===== config.mk =====
export PLATFORM = sky130hd
export DESIGN_NAME = bdl_rx_ctrl
export DESIGN_NICKNAME = d
export VERILOG_FILES = /design/src/bdl_decim.v /design/src/bdl_rx_ctrl.v
export VERILOG_INCLUDE_DIRS = /design/src /design/src/src
export SDC_FILE = /design/constraint.sdc
export NUM_CORES = 1
export LEC_CHECK = 0
export ABC_CLOCK_PERIOD_IN_PS = 4200
export BUFFER_PORTS_ARGS = -buffer_cell sky130_fd_sc_hd__buf_2
export CORE_AREA = 10 10 133 135
export CTS_BUF_LIST = sky130_fd_sc_hd__clkbuf_16
export CTS_CLUSTER_SIZE = 8
export DETAILED_ROUTE_END_ITERATION = 8
export DIE_AREA = 0 0 143 145
export PLACE_DENSITY = 0.75
export SYNTH_ARGS = -nofsm -noshare
export SYNTH_HDL_FRONTEND = slang
export SYNTH_SLANG_ARGS = --single-unit

===== constraint.sdc =====
create_clock -name clk -period 4.2 [get_ports clk]
set_clock_uncertainty 0.2 [all_clocks]
set_input_delay 0.42 -clock clk [delete_from_list [all_inputs] [get_ports clk]]
set_output_delay 0.42 -clock clk [all_outputs]
set_load 0.02 [all_outputs]

===== src/bdl_defs.vh =====
`ifndef BDL_DEFS_VH
`define BDL_DEFS_VH

// Sigma-delta word width and decimation ratio
`define BDL_SD_W        2
`define BDL_DECIM       24
// Output sample width and discarded pairs after conversion start
`define BDL_SMP_W       12
`define BDL_DISCARD     8
// Analog power-on settling time (ns) and derived clock count at 10 MHz
`define BDL_CLK_NS      100
`define BDL_SETTLE_NS   20000
`define BDL_SETTLE_CYC  ((`BDL_SETTLE_NS + `BDL_CLK_NS - 1) / `BDL_CLK_NS)
// Offset register reset value
`define BDL_OFS_RST     12'h000
// Sequencer states
`define BDL_ST_OFF      2'h0
`define BDL_ST_SETTLE   2'h1
`define BDL_ST_ON       2'h2

`endif


===== src/bdl_decim.v =====
`timescale 1ns/10ps
`default_nettype none
`include "bdl_defs.vh"
// One channel: decimating accumulator with offset register
module bdl_decim #(
	parameter DECIM = `BDL_DECIM,
	parameter SMP_W = `BDL_SMP_W
) (
	input  wire               clk,
	input  wire               rst_n,
	input  wire               ce,
	input  wire               run,
	input  wire               sd_valid,
	input  wire [1:0]         sd_word,
	input  wire               cal_store,
	output reg  [SMP_W-1:0]   sample_r,
	output reg                sample_vld_r,
	output reg  [SMP_W-1:0]   offset_r
);
	reg  [4:0]       phase_r;
	reg  [SMP_W-1:0] acc_r;
	wire [SMP_W-1:0] word_ext;
	wire [SMP_W-1:0] acc_nxt;
	wire             last;

	// Two-bit code is signed, sign extended into the accumulator
	assign word_ext = {{(SMP_W-2){sd_word[1]}}, sd_word};
	assign acc_nxt  = acc_r + word_ext;
	assign last     = (phase_r == DECIM - 1);

	// Boxcar decimator; restarts each time the path stops running
	always @(posedge clk) begin
		if (!rst_n) begin
			phase_r      <= 5'h00;
			acc_r        <= {SMP_W{1'b0}};
			sample_r     <= {SMP_W{1'b0}};
			sample_vld_r <= 1'b0;
			offset_r     <= `BDL_OFS_RST;
		end else if (ce) begin
			sample_vld_r <= 1'b0;
			if (!run) begin
				phase_r <= 5'h00;
				acc_r   <= {SMP_W{1'b0}};
			end else if (sd_valid) begin
				if (last) begin
					phase_r      <= 5'h00;
					acc_r        <= {SMP_W{1'b0}};
					sample_r     <= acc_nxt - offset_r;
					sample_vld_r <= 1'b1;
					// Raw result of a calibration conversion becomes offset
					if (cal_store)
						offset_r <= acc_nxt;
				end else begin
					phase_r <= phase_r + 5'h01;
					acc_r   <= acc_nxt;
				end
			end
		end
	end
endmodule // bdl_decim
`default_nettype wire


===== src/bdl_rx_ctrl.v =====
// Summary of operation
// - Two identical I and Q channels
// - Converter delivers 2-bit words at 6.5 MHz
// - Decimate each channel by 24
// - Subtract stored offset from every sample
// - Offsets reset to zero, changed by calibration
// - Power window high powers path after settling
// - Calibrate both channels during calibration window
// - Source select 0 shorts inputs internally
// - Source select 1 keeps external inputs
// - Drop first eight pairs after conversion start
// - Conversion start routes serial transmit to uplink
// - On window fall finish current sample, stop
// - Power window low powers path down
// - Corrected samples go out on serial port
`timescale 1ns/10ps
`default_nettype none
`include "bdl_defs.vh"
module bdl_rx_ctrl #(
	parameter SMP_W      = `BDL_SMP_W,
	parameter SETTLE_CYC = `BDL_SETTLE_CYC
) (
	input  wire               clk,
	input  wire               rst_n,
	input  wire               ce,
	input  wire               downlink_power_window,
	input  wire               downlink_calibration_window,
	input  wire               downlink_conversion_window,
	input  wire               calibration_source_select,
	input  wire               sd_valid,
	input  wire [1:0]         sd_i_word,
	input  wire [1:0]         sd_q_word,
	output reg                analog_power_on_r,
	output wire               input_short,
	output reg                tx_to_uplink_r,
	output reg  [SMP_W-1:0]   baseband_serial_port_i,
	output reg  [SMP_W-1:0]   baseband_serial_port_q,
	output reg                baseband_serial_port_vld,
	output wire [SMP_W-1:0]   offset_i,
	output wire [SMP_W-1:0]   offset_q,
	output wire               powered,
	output wire               calibrating,
	output wire               converting
);
	// Three-stage synchronisers; stage 1 is only read by stage 2
	reg  [2:0] pw_s_r;
	reg  [2:0] cw_s_r;
	reg  [2:0] vw_s_r;
	reg        pw_r;
	reg        cw_r;
	reg        vw_r;
	reg  [1:0] state_r;
	reg  [31:0] settle_r;
	reg        conv_r;
	reg        stop_r;
	reg  [3:0] drop_r;
	wire       pw_rise;
	wire       pw_fall;
	wire       vw_rise;
	wire       vw_fall;
	wire       on;
	wire       cal_run;
	wire       run;
	wire       vld_i;
	wire       vld_q;
	wire [SMP_W-1:0] smp_i;
	wire [SMP_W-1:0] smp_q;

	// Level counts once stages two and three agree
	always @(posedge clk) begin
		if (!rst_n) begin
			pw_s_r <= 3'h0;
			cw_s_r <= 3'h0;
			vw_s_r <= 3'h0;
			pw_r   <= 1'b0;
			cw_r   <= 1'b0;
			vw_r   <= 1'b0;
		end else if (ce) begin
			pw_s_r <= {pw_s_r[1:0], downlink_power_window};
			cw_s_r <= {cw_s_r[1:0], downlink_calibration_window};
			vw_s_r <= {vw_s_r[1:0], downlink_conversion_window};
			if (pw_s_r[1] == pw_s_r[2])
				pw_r <= pw_s_r[2];
			if (cw_s_r[1] == cw_s_r[2])
				cw_r <= cw_s_r[2];
			if (vw_s_r[1] == vw_s_r[2])
				vw_r <= vw_s_r[2];
		end
	end

	// Edges from successive filtered levels
	assign pw_rise = (pw_s_r[1] == pw_s_r[2]) & pw_s_r[2] & ~pw_r;
	assign pw_fall = (pw_s_r[1] == pw_s_r[2]) & ~pw_s_r[2] & pw_r;
	assign vw_rise = (vw_s_r[1] == vw_s_r[2]) & vw_s_r[2] & ~vw_r;
	assign vw_fall = (vw_s_r[1] == vw_s_r[2]) & ~vw_s_r[2] & vw_r;

	// Power sequencer: settling delay, then on; drop ends everything
	always @(posedge clk) begin
		if (!rst_n) begin
			state_r           <= `BDL_ST_OFF;
			settle_r          <= 32'h0;
			analog_power_on_r <= 1'b0;
		end else if (ce) begin
			case (state_r)
			`BDL_ST_OFF: begin
				if (pw_rise) begin
					analog_power_on_r <= 1'b1;
					settle_r          <= 32'h0;
					state_r           <= `BDL_ST_SETTLE;
				end
			end
			`BDL_ST_SETTLE: begin
				if (pw_fall) begin
					analog_power_on_r <= 1'b0;
					state_r           <= `BDL_ST_OFF;
				end else if (settle_r >= SETTLE_CYC - 1) begin
					state_r <= `BDL_ST_ON;
				end else begin
					settle_r <= settle_r + 32'h1;
				end
			end
			`BDL_ST_ON: begin
				if (pw_fall) begin
					analog_power_on_r <= 1'b0;
					state_r           <= `BDL_ST_OFF;
				end
			end
			default: begin
				state_r           <= `BDL_ST_OFF;
				analog_power_on_r <= 1'b0;
			end
			endcase
		end
	end

	assign on      = (state_r == `BDL_ST_ON);
	// Windows count only while the path is powered and settled
	assign cal_run = on & cw_r & ~conv_r;
	// Internal short only when calibrating from the shorted inputs
	assign input_short = cal_run & ~calibration_source_select;

	// Conversion control; a fall lets the current sample finish
	always @(posedge clk) begin
		if (!rst_n) begin
			conv_r         <= 1'b0;
			stop_r         <= 1'b0;
			drop_r         <= 4'h0;
			tx_to_uplink_r <= 1'b0;
		end else if (ce) begin
			// Power loss ends a conversion at once, not after the sample
			if (!on || pw_fall) begin
				conv_r         <= 1'b0;
				stop_r         <= 1'b0;
				tx_to_uplink_r <= 1'b0;
			end else if (vw_rise && !conv_r) begin
				conv_r         <= 1'b1;
				stop_r         <= 1'b0;
				drop_r         <= 4'h0;
				tx_to_uplink_r <= 1'b1;
			end else if (conv_r) begin
				if (vw_fall)
					stop_r <= 1'b1;
				if (vld_i) begin
					if (drop_r != `BDL_DISCARD)
						drop_r <= drop_r + 4'h1;
					if (stop_r || vw_fall) begin
						conv_r         <= 1'b0;
						stop_r         <= 1'b0;
						tx_to_uplink_r <= 1'b0;
					end
				end
			end
		end
	end

	assign run = cal_run | conv_r;

	// Identical I and Q channels
	bdl_decim #(.DECIM(`BDL_DECIM), .SMP_W(SMP_W)) u_chan_i (
		.clk          (clk),
		.rst_n        (rst_n),
		.ce           (ce),
		.run          (run),
		.sd_valid     (sd_valid),
		.sd_word      (sd_i_word),
		.cal_store    (cal_run),
		.sample_r     (smp_i),
		.sample_vld_r (vld_i),
		.offset_r     (offset_i)
	);
	bdl_decim #(.DECIM(`BDL_DECIM), .SMP_W(SMP_W)) u_chan_q (
		.clk          (clk),
		.rst_n        (rst_n),
		.ce           (ce),
		.run          (run),
		.sd_valid     (sd_valid),
		.sd_word      (sd_q_word),
		.cal_store    (cal_run),
		.sample_r     (smp_q),
		.sample_vld_r (vld_q),
		.offset_r     (offset_q)
	);

	// Forward corrected pairs after the discard count
	always @(posedge clk) begin
		if (!rst_n) begin
			baseband_serial_port_i   <= {SMP_W{1'b0}};
			baseband_serial_port_q   <= {SMP_W{1'b0}};
			baseband_serial_port_vld <= 1'b0;
		end else if (ce) begin
			baseband_serial_port_vld <= 1'b0;
			if (conv_r && vld_i && vld_q && drop_r == `BDL_DISCARD) begin
				baseband_serial_port_i   <= smp_i;
				baseband_serial_port_q   <= smp_q;
				baseband_serial_port_vld <= 1'b1;
			end
		end
	end

	assign powered     = on;
	assign calibrating = cal_run;
	assign converting  = conv_r;
endmodule // bdl_rx_ctrl
`default_nettype wire


* Word-level counts from Yosys, hierarchy flattened
Index checks and enable logic that the tools add are counted.
Word-level totals: register bits after elaboration 163, bits in latches 0, bits in writable memories 0, memory bits (read-only) 0, input port bits 12, memories 0
Operators by class: $add $sub $neg 8, multipliers 0, divide/modulo/power cells 0, $lt $le $gt $ge 1, eq/ne operators 16, shifts and indexed selects 0, multiplexer cells 51, bitwise gates (word level) 19, reduce and logical (&&, ||, !) cells 32
Operator list (number):
- two-way mux 32 bit | 3
- two-way mux 12 bit | 6
- case mux 32 bit (2 select lines) | 1
- adder 32 x 1 -> 32 bit (second input constant) | 1
- greater-or-equal comparator 32 x 8 -> 1 bit (second input constant) | 1
- two-way mux 5 bit | 6
- two-way mux 1 bit | 25
- adder 12 bit | 2
- subtractor 12 bit | 2
- AND reduction 5 bit | 4
- two-way mux 4 bit | 4
- AND reduction 4 bit | 4
- AND reduction 2 bit | 6
- AND 1 bit | 11
- adder 5 x 1 -> 5 bit (second input constant) | 2
- equality test 5 bit (second input constant) | 2
- inequality test 2 bit (second input constant) | 5
- nonzero test 3 bit | 3
- two-way mux 2 bit | 4
- nonzero test 2 bit | 4
- NOT 1 bit | 7
- case mux 2 bit (3 select lines) | 1
- adder 4 x 1 -> 4 bit (second input constant) | 1
- equality test 4 bit (second input constant) | 1
- 14 further kinds | 21

* Logic depth before layout (Yosys ltp)
depth after elaboration 9, depth in mapped cells 17, mapped depth without buffers 17

* Hierarchy
A second synthesis with hierarchy kept.
Unflattened totals: cell total of the unflattened synthesis 962, area, all modules 8250.4 um^2
Modules (own cells, without submodules):
- bdl_rx_ctrl | times used 1, cells an instance 353, area each 3219.3 um^2, seq. area each 1581.5 um^2
- bdl_decim (u_chan_q) | times used 1, cells an instance 308, area each 2522.4 um^2, seq. area each 840.8 um^2
- bdl_decim (u_chan_i) | times used 1, cells an instance 301, area each 2508.7 um^2, seq. area each 840.8 um^2

* Worst setup path after synthesis
Ideal clock, no wire load.
path kind input-to-reg, start in sd_q_word[0], end reg u_chan_q.sample_r[11], library setup time 0.122 ns, data arrival time 3.186 ns, path slack 0.692 ns, cell stages on the path 15, buffers on the path 0, cells stage by stage ha_1 > fa_1 > a21o_1 > a21oi_1 > o21bai_1 > a21oi_1 > o21a_1 > xnor2_1 > ha_1 > inv_1 > o22ai_1 > o41a_1 > xor2_1 > xnor2_1 > a21oi_1
On the way: longest elaborated chain between the ends 2
Ends and longest elaborated chain:
- start, declared | line bdl_rx_ctrl.v:32 | input wire [1:0] sd_q_word,
- adder 12 bit | line bdl_decim.v:28 | assign acc_nxt = acc_r + word_ext;
- via u_chan_q.acc_nxt[8] | line bdl_decim.v:23 | wire [SMP_W-1:0] acc_nxt;
- subtractor 12 bit | line bdl_decim.v:48 | sample_r <= acc_nxt - offset_r;
- end signal, assigned | line bdl_decim.v:36 | sample_r <= {SMP_W{1'b0}};
- end signal, assigned | line bdl_decim.v:48
- end, declared | line bdl_decim.v:16 | output reg [SMP_W-1:0] sample_r,
The timed path passes the listed nets, and every way through them passes these cells. A chain may end at the register's enable or synchronous reset.

* Worst setup path after layout
start reg u_chan_q.acc_r[0], end reg u_chan_q.sample_r[11]
On the way: longest elaborated chain between the ends 2
Ends and longest elaborated chain:
- start, declared | line bdl_decim.v:21 | reg [SMP_W-1:0] acc_r;
- start signal, assigned | line bdl_decim.v:35 | acc_r <= {SMP_W{1'b0}};
- start signal, assigned | line bdl_decim.v:43 | acc_r <= {SMP_W{1'b0}};
- start signal, assigned | line bdl_decim.v:47 | acc_r <= {SMP_W{1'b0}};
- adder 12 bit | line bdl_decim.v:28
- via u_chan_q.acc_nxt[8] | line bdl_decim.v:23
- subtractor 12 bit | line bdl_decim.v:48
The timed path passes the listed nets, and every way through them passes these cells.

==> run summary <==
drt wl/cell -> 14.6 um
Critical path destination -> u_chan_q.sample_r[11]$_SDFFE_PN0P_
syn avg cell area -> 8.32 um^2
Max transition margin -> 31.0%
Worst R2R Setup Slack -> 490 ps
Sink Count -> 163
H-tree Lvls -> 4
Post-synth top cells -> dfxtp_1, nand2_1, nor2_1, a21oi_1, ha_1
synth top area cells -> dfxtp_1, ha_1, a21oi_1
Vert. Die Dim -> 145 um
# rows -> 45
HP Class -> in -> reg
Clock power frac -> 47.7%
RR Startpoint -> u_chan_q.acc_r[0]$_SDFFE_PN0P_
drt drc -> 0
register area share after synthesis -> 40.0%
GR Util All Layers -> 17.7%
die width -> 143 um
LEAKAGE -> 3.73 nW
# diodes -> 0
final worst-path cycle share -> 88.3%
initial DRC count -> 522
share of layout cells above drive strength 1 -> 11.4%
asr flop ratio synth -> 0%
die area -> 0.0207 mm^2
ys flop type -> dfxtp_1
Comb pwr share -> 6.5%
most frequent cell after synthesis -> dfxtp_1
Final HPWL DP -> 13100 um
io pins -> 67
f_max -> 270 MHz
WS Path Type -> reg -> reg
nets -> 1109
pre-CTS setup slack -> 279 ps
#FFs+latches synth -> 163
Yosys top cell by area -> dfxtp_1
CTS tree -> built
unrepaired setup endpoints after global routing -> no
routed wire length -> 18100 um
worst path arrival time -> 3790 ps
largest net degree at the start of global routing -> 69
setup ws final -> 492 ps
antenna violations before repair -> 0
CP startpoint kind -> flop
postcts setup bufs -> 0
Synthesized Nets -> 1052
post-layout min period -> 3710 ps
crit path max fanout -> 3
vias post-DR -> 6889
Post-synth EDFFs -> 0
root cell of the clock tree -> clkbuf_16
Synth top area share -> 40.0%
synth warn -> 0
Final ANT Viol Nets -> 0
Crit. Startpoint -> u_chan_q.acc_r[0]$_SDFFE_PN0P_
GR Overflow Total -> 0
Clock Latency Late Sink -> 430 ps
IO buf count -> 66
switching power -> 0.000771 W
PwrDens -> 366 mW/mm^2
CTS buffer count -> 17
Setup TNS -> 0 ps
WHS -> 29.4 ps
Max Cap Violations -> 0
Final Hold Fails -> 0
Flop pwr share -> 45.8%
vias in the first global route -> 6467
Final Max Tran Viols -> 0
critical path endpoint category -> flop
final-report setup violation count -> 0
Sw Ratio -> 22.7%
post-CTS sizing -> 0
peak supply drop -> 308 uV
placer congestion estimate -> 0.869
core footprint -> 0.0150 mm^2
Cells after Synth -> 980
Synth cell types -> 61
Power Internal -> 0.00262 W
hold_buf cts -> 0
first-pass GRT wire length -> 30700 um
1st-pass router iterations -> 5
Worst EP required -> 4280 ps
Initial Utilization -> 54.3%
Vias per Instance -> 5.56
worst r2r dst -> u_chan_q.sample_r[11]$_SDFFE_PN0P_
worst hold path depth -> 3
CTS max path bufs -> 2
status -> finished clean
Worst-Margin Slew -> 1030 ps
Clk pin slew, worst setup/hold paths -> 60 ps
synthesized area -> 0.00816 mm^2
FF-to-FF path depth -> 15
area grow syn2layout -> 13.5%
[layout make-up]
cell class | count | area, um^2
Clock buffer | 17 | 425
Clock inverter | 15 | 188
Fill cell | 1325 | 5780
Inverter | 53 | 200
Multi-Input combinational cell | 727 | 4550
Sequential cell | 163 | 3260
Tap cell | 188 | 235
Timing Repair Buffer | 75 | 398
[flip-flops by register name, indices dropped and copies added, names as in the netlist, 2 cells and up]
| register | cells |
|---|---|
| u_chan_q.offset_r | 12 |
| baseband_serial_port_i | 12 |
| u_chan_q.phase_r | 5 |
| cw_s_r | 3 |
| u_chan_i.acc_r | 12 |
| pw_s_r | 3 |
| state_r | 2 |
| u_chan_q.acc_r | 12 |
| u_chan_i.sample_r | 12 |
| baseband_serial_port_q | 12 |
| vw_s_r | 3 |
| u_chan_i.phase_r | 5 |
| settle_r | 32 |
| u_chan_q.sample_r | 12 |
| u_chan_i.offset_r | 12 |
| drop_r | 4 |
[how the worst min path moves through the flow]
| stage | start | end |
|---|---|---|
| 2_1_floorplan | u_chan_i.sample_r[11]$_SDFFE_PN0P_ | baseband_serial_port_i[11]$_SDFFE_PN0P_ |
| 3_3_place_gp | u_chan_i.sample_r[4]$_SDFFE_PN0P_ | u_chan_i.sample_r[4]$_SDFFE_PN0P_ |
| 3_5_place_dp | u_chan_q.sample_r[5]$_SDFFE_PN0P_ | u_chan_q.sample_r[5]$_SDFFE_PN0P_ |
| 4_1_cts | downlink_calibration_window | cw_s_r[0]$_SDFFE_PN0P_ |
| 5_1_grt | downlink_calibration_window | cw_s_r[0]$_SDFFE_PN0P_ |
| 6_report | downlink_calibration_window | cw_s_r[0]$_SDFFE_PN0P_ |
[layer usage]
layer | vias to the layer above | wire, um | track usage [%]
met3 | 33 | 737 | 4.04
li1 | 3521 | - | -
met2 | 135 | 8290 | 27.4
met4 | 0 | 367 | 7.02
met5 | - | 0 | 0
met1 | 3200 | 8710 | 23.1
[metrics by stage]
stage	instance area [um^2]	cells	utilization, %	power [W]
floorplan	8160	980	-	0.00175
global route	9260	1238	61.6	0.00352
global placement	8640	1206	57.5	0.00180
CTS	9260	1238	61.6	0.00342
detailed placement	8640	1206	57.5	0.00181
finish	9260	1238	61.6	0.00339
[cell usage in the layout, fill, tap and decap left out, drive strengths merged, types with 21 or more instances in the layout]
cell	count
mux2i	21
nor2	125
inv	54
o21ai	24
a21oi	107
buf	75
nand2	138
dfxtp	163
ha	56
xnor2	34
[logic make-up after synthesis]
kind of cell	count (synthesis)	synth area share (%)
AND/OR/NAND/NOR	377	21.0
AO/OA/AOI/OAI	218	16.9
flip-flops	163	40.0
buffers and inverters	90	4.30
adder cells (fa/ha/maj)	60	9.57
XOR/XNOR	50	5.46
multiplexers	22	2.72
[power by group through the flow]
stage | combinational, W | clock (W) | sequential, W
6_report | 0.000221 | 0.00162 | 0.00155
5_1_grt | 0.000246 | 0.00172 | 0.00155
4_1_cts | 0.000220 | 0.00164 | 0.00155
3_5_place_dp | 0.000219 | 0 | 0.00159
3_3_place_gp | 0.000215 | 0 | 0.00159
2_1_floorplan | 0.000166 | 0 | 0.00159
[critical path, stage by stage (launching register included)]
cell and delay, ps:
dfxtp_1 310, ha_1 210, fa_1 410, a21o_1 190, a21oi_1 210, o21bai_1 80, a21oi_1 260, o21a_1 220
xnor2_1 190, ha_1 320, inv_1 90, o22ai_1 110, o41a_1 350, xor2_1 180, xnor2_1 140, a21oi_1 80
Power figures use the tool's default switching activity.
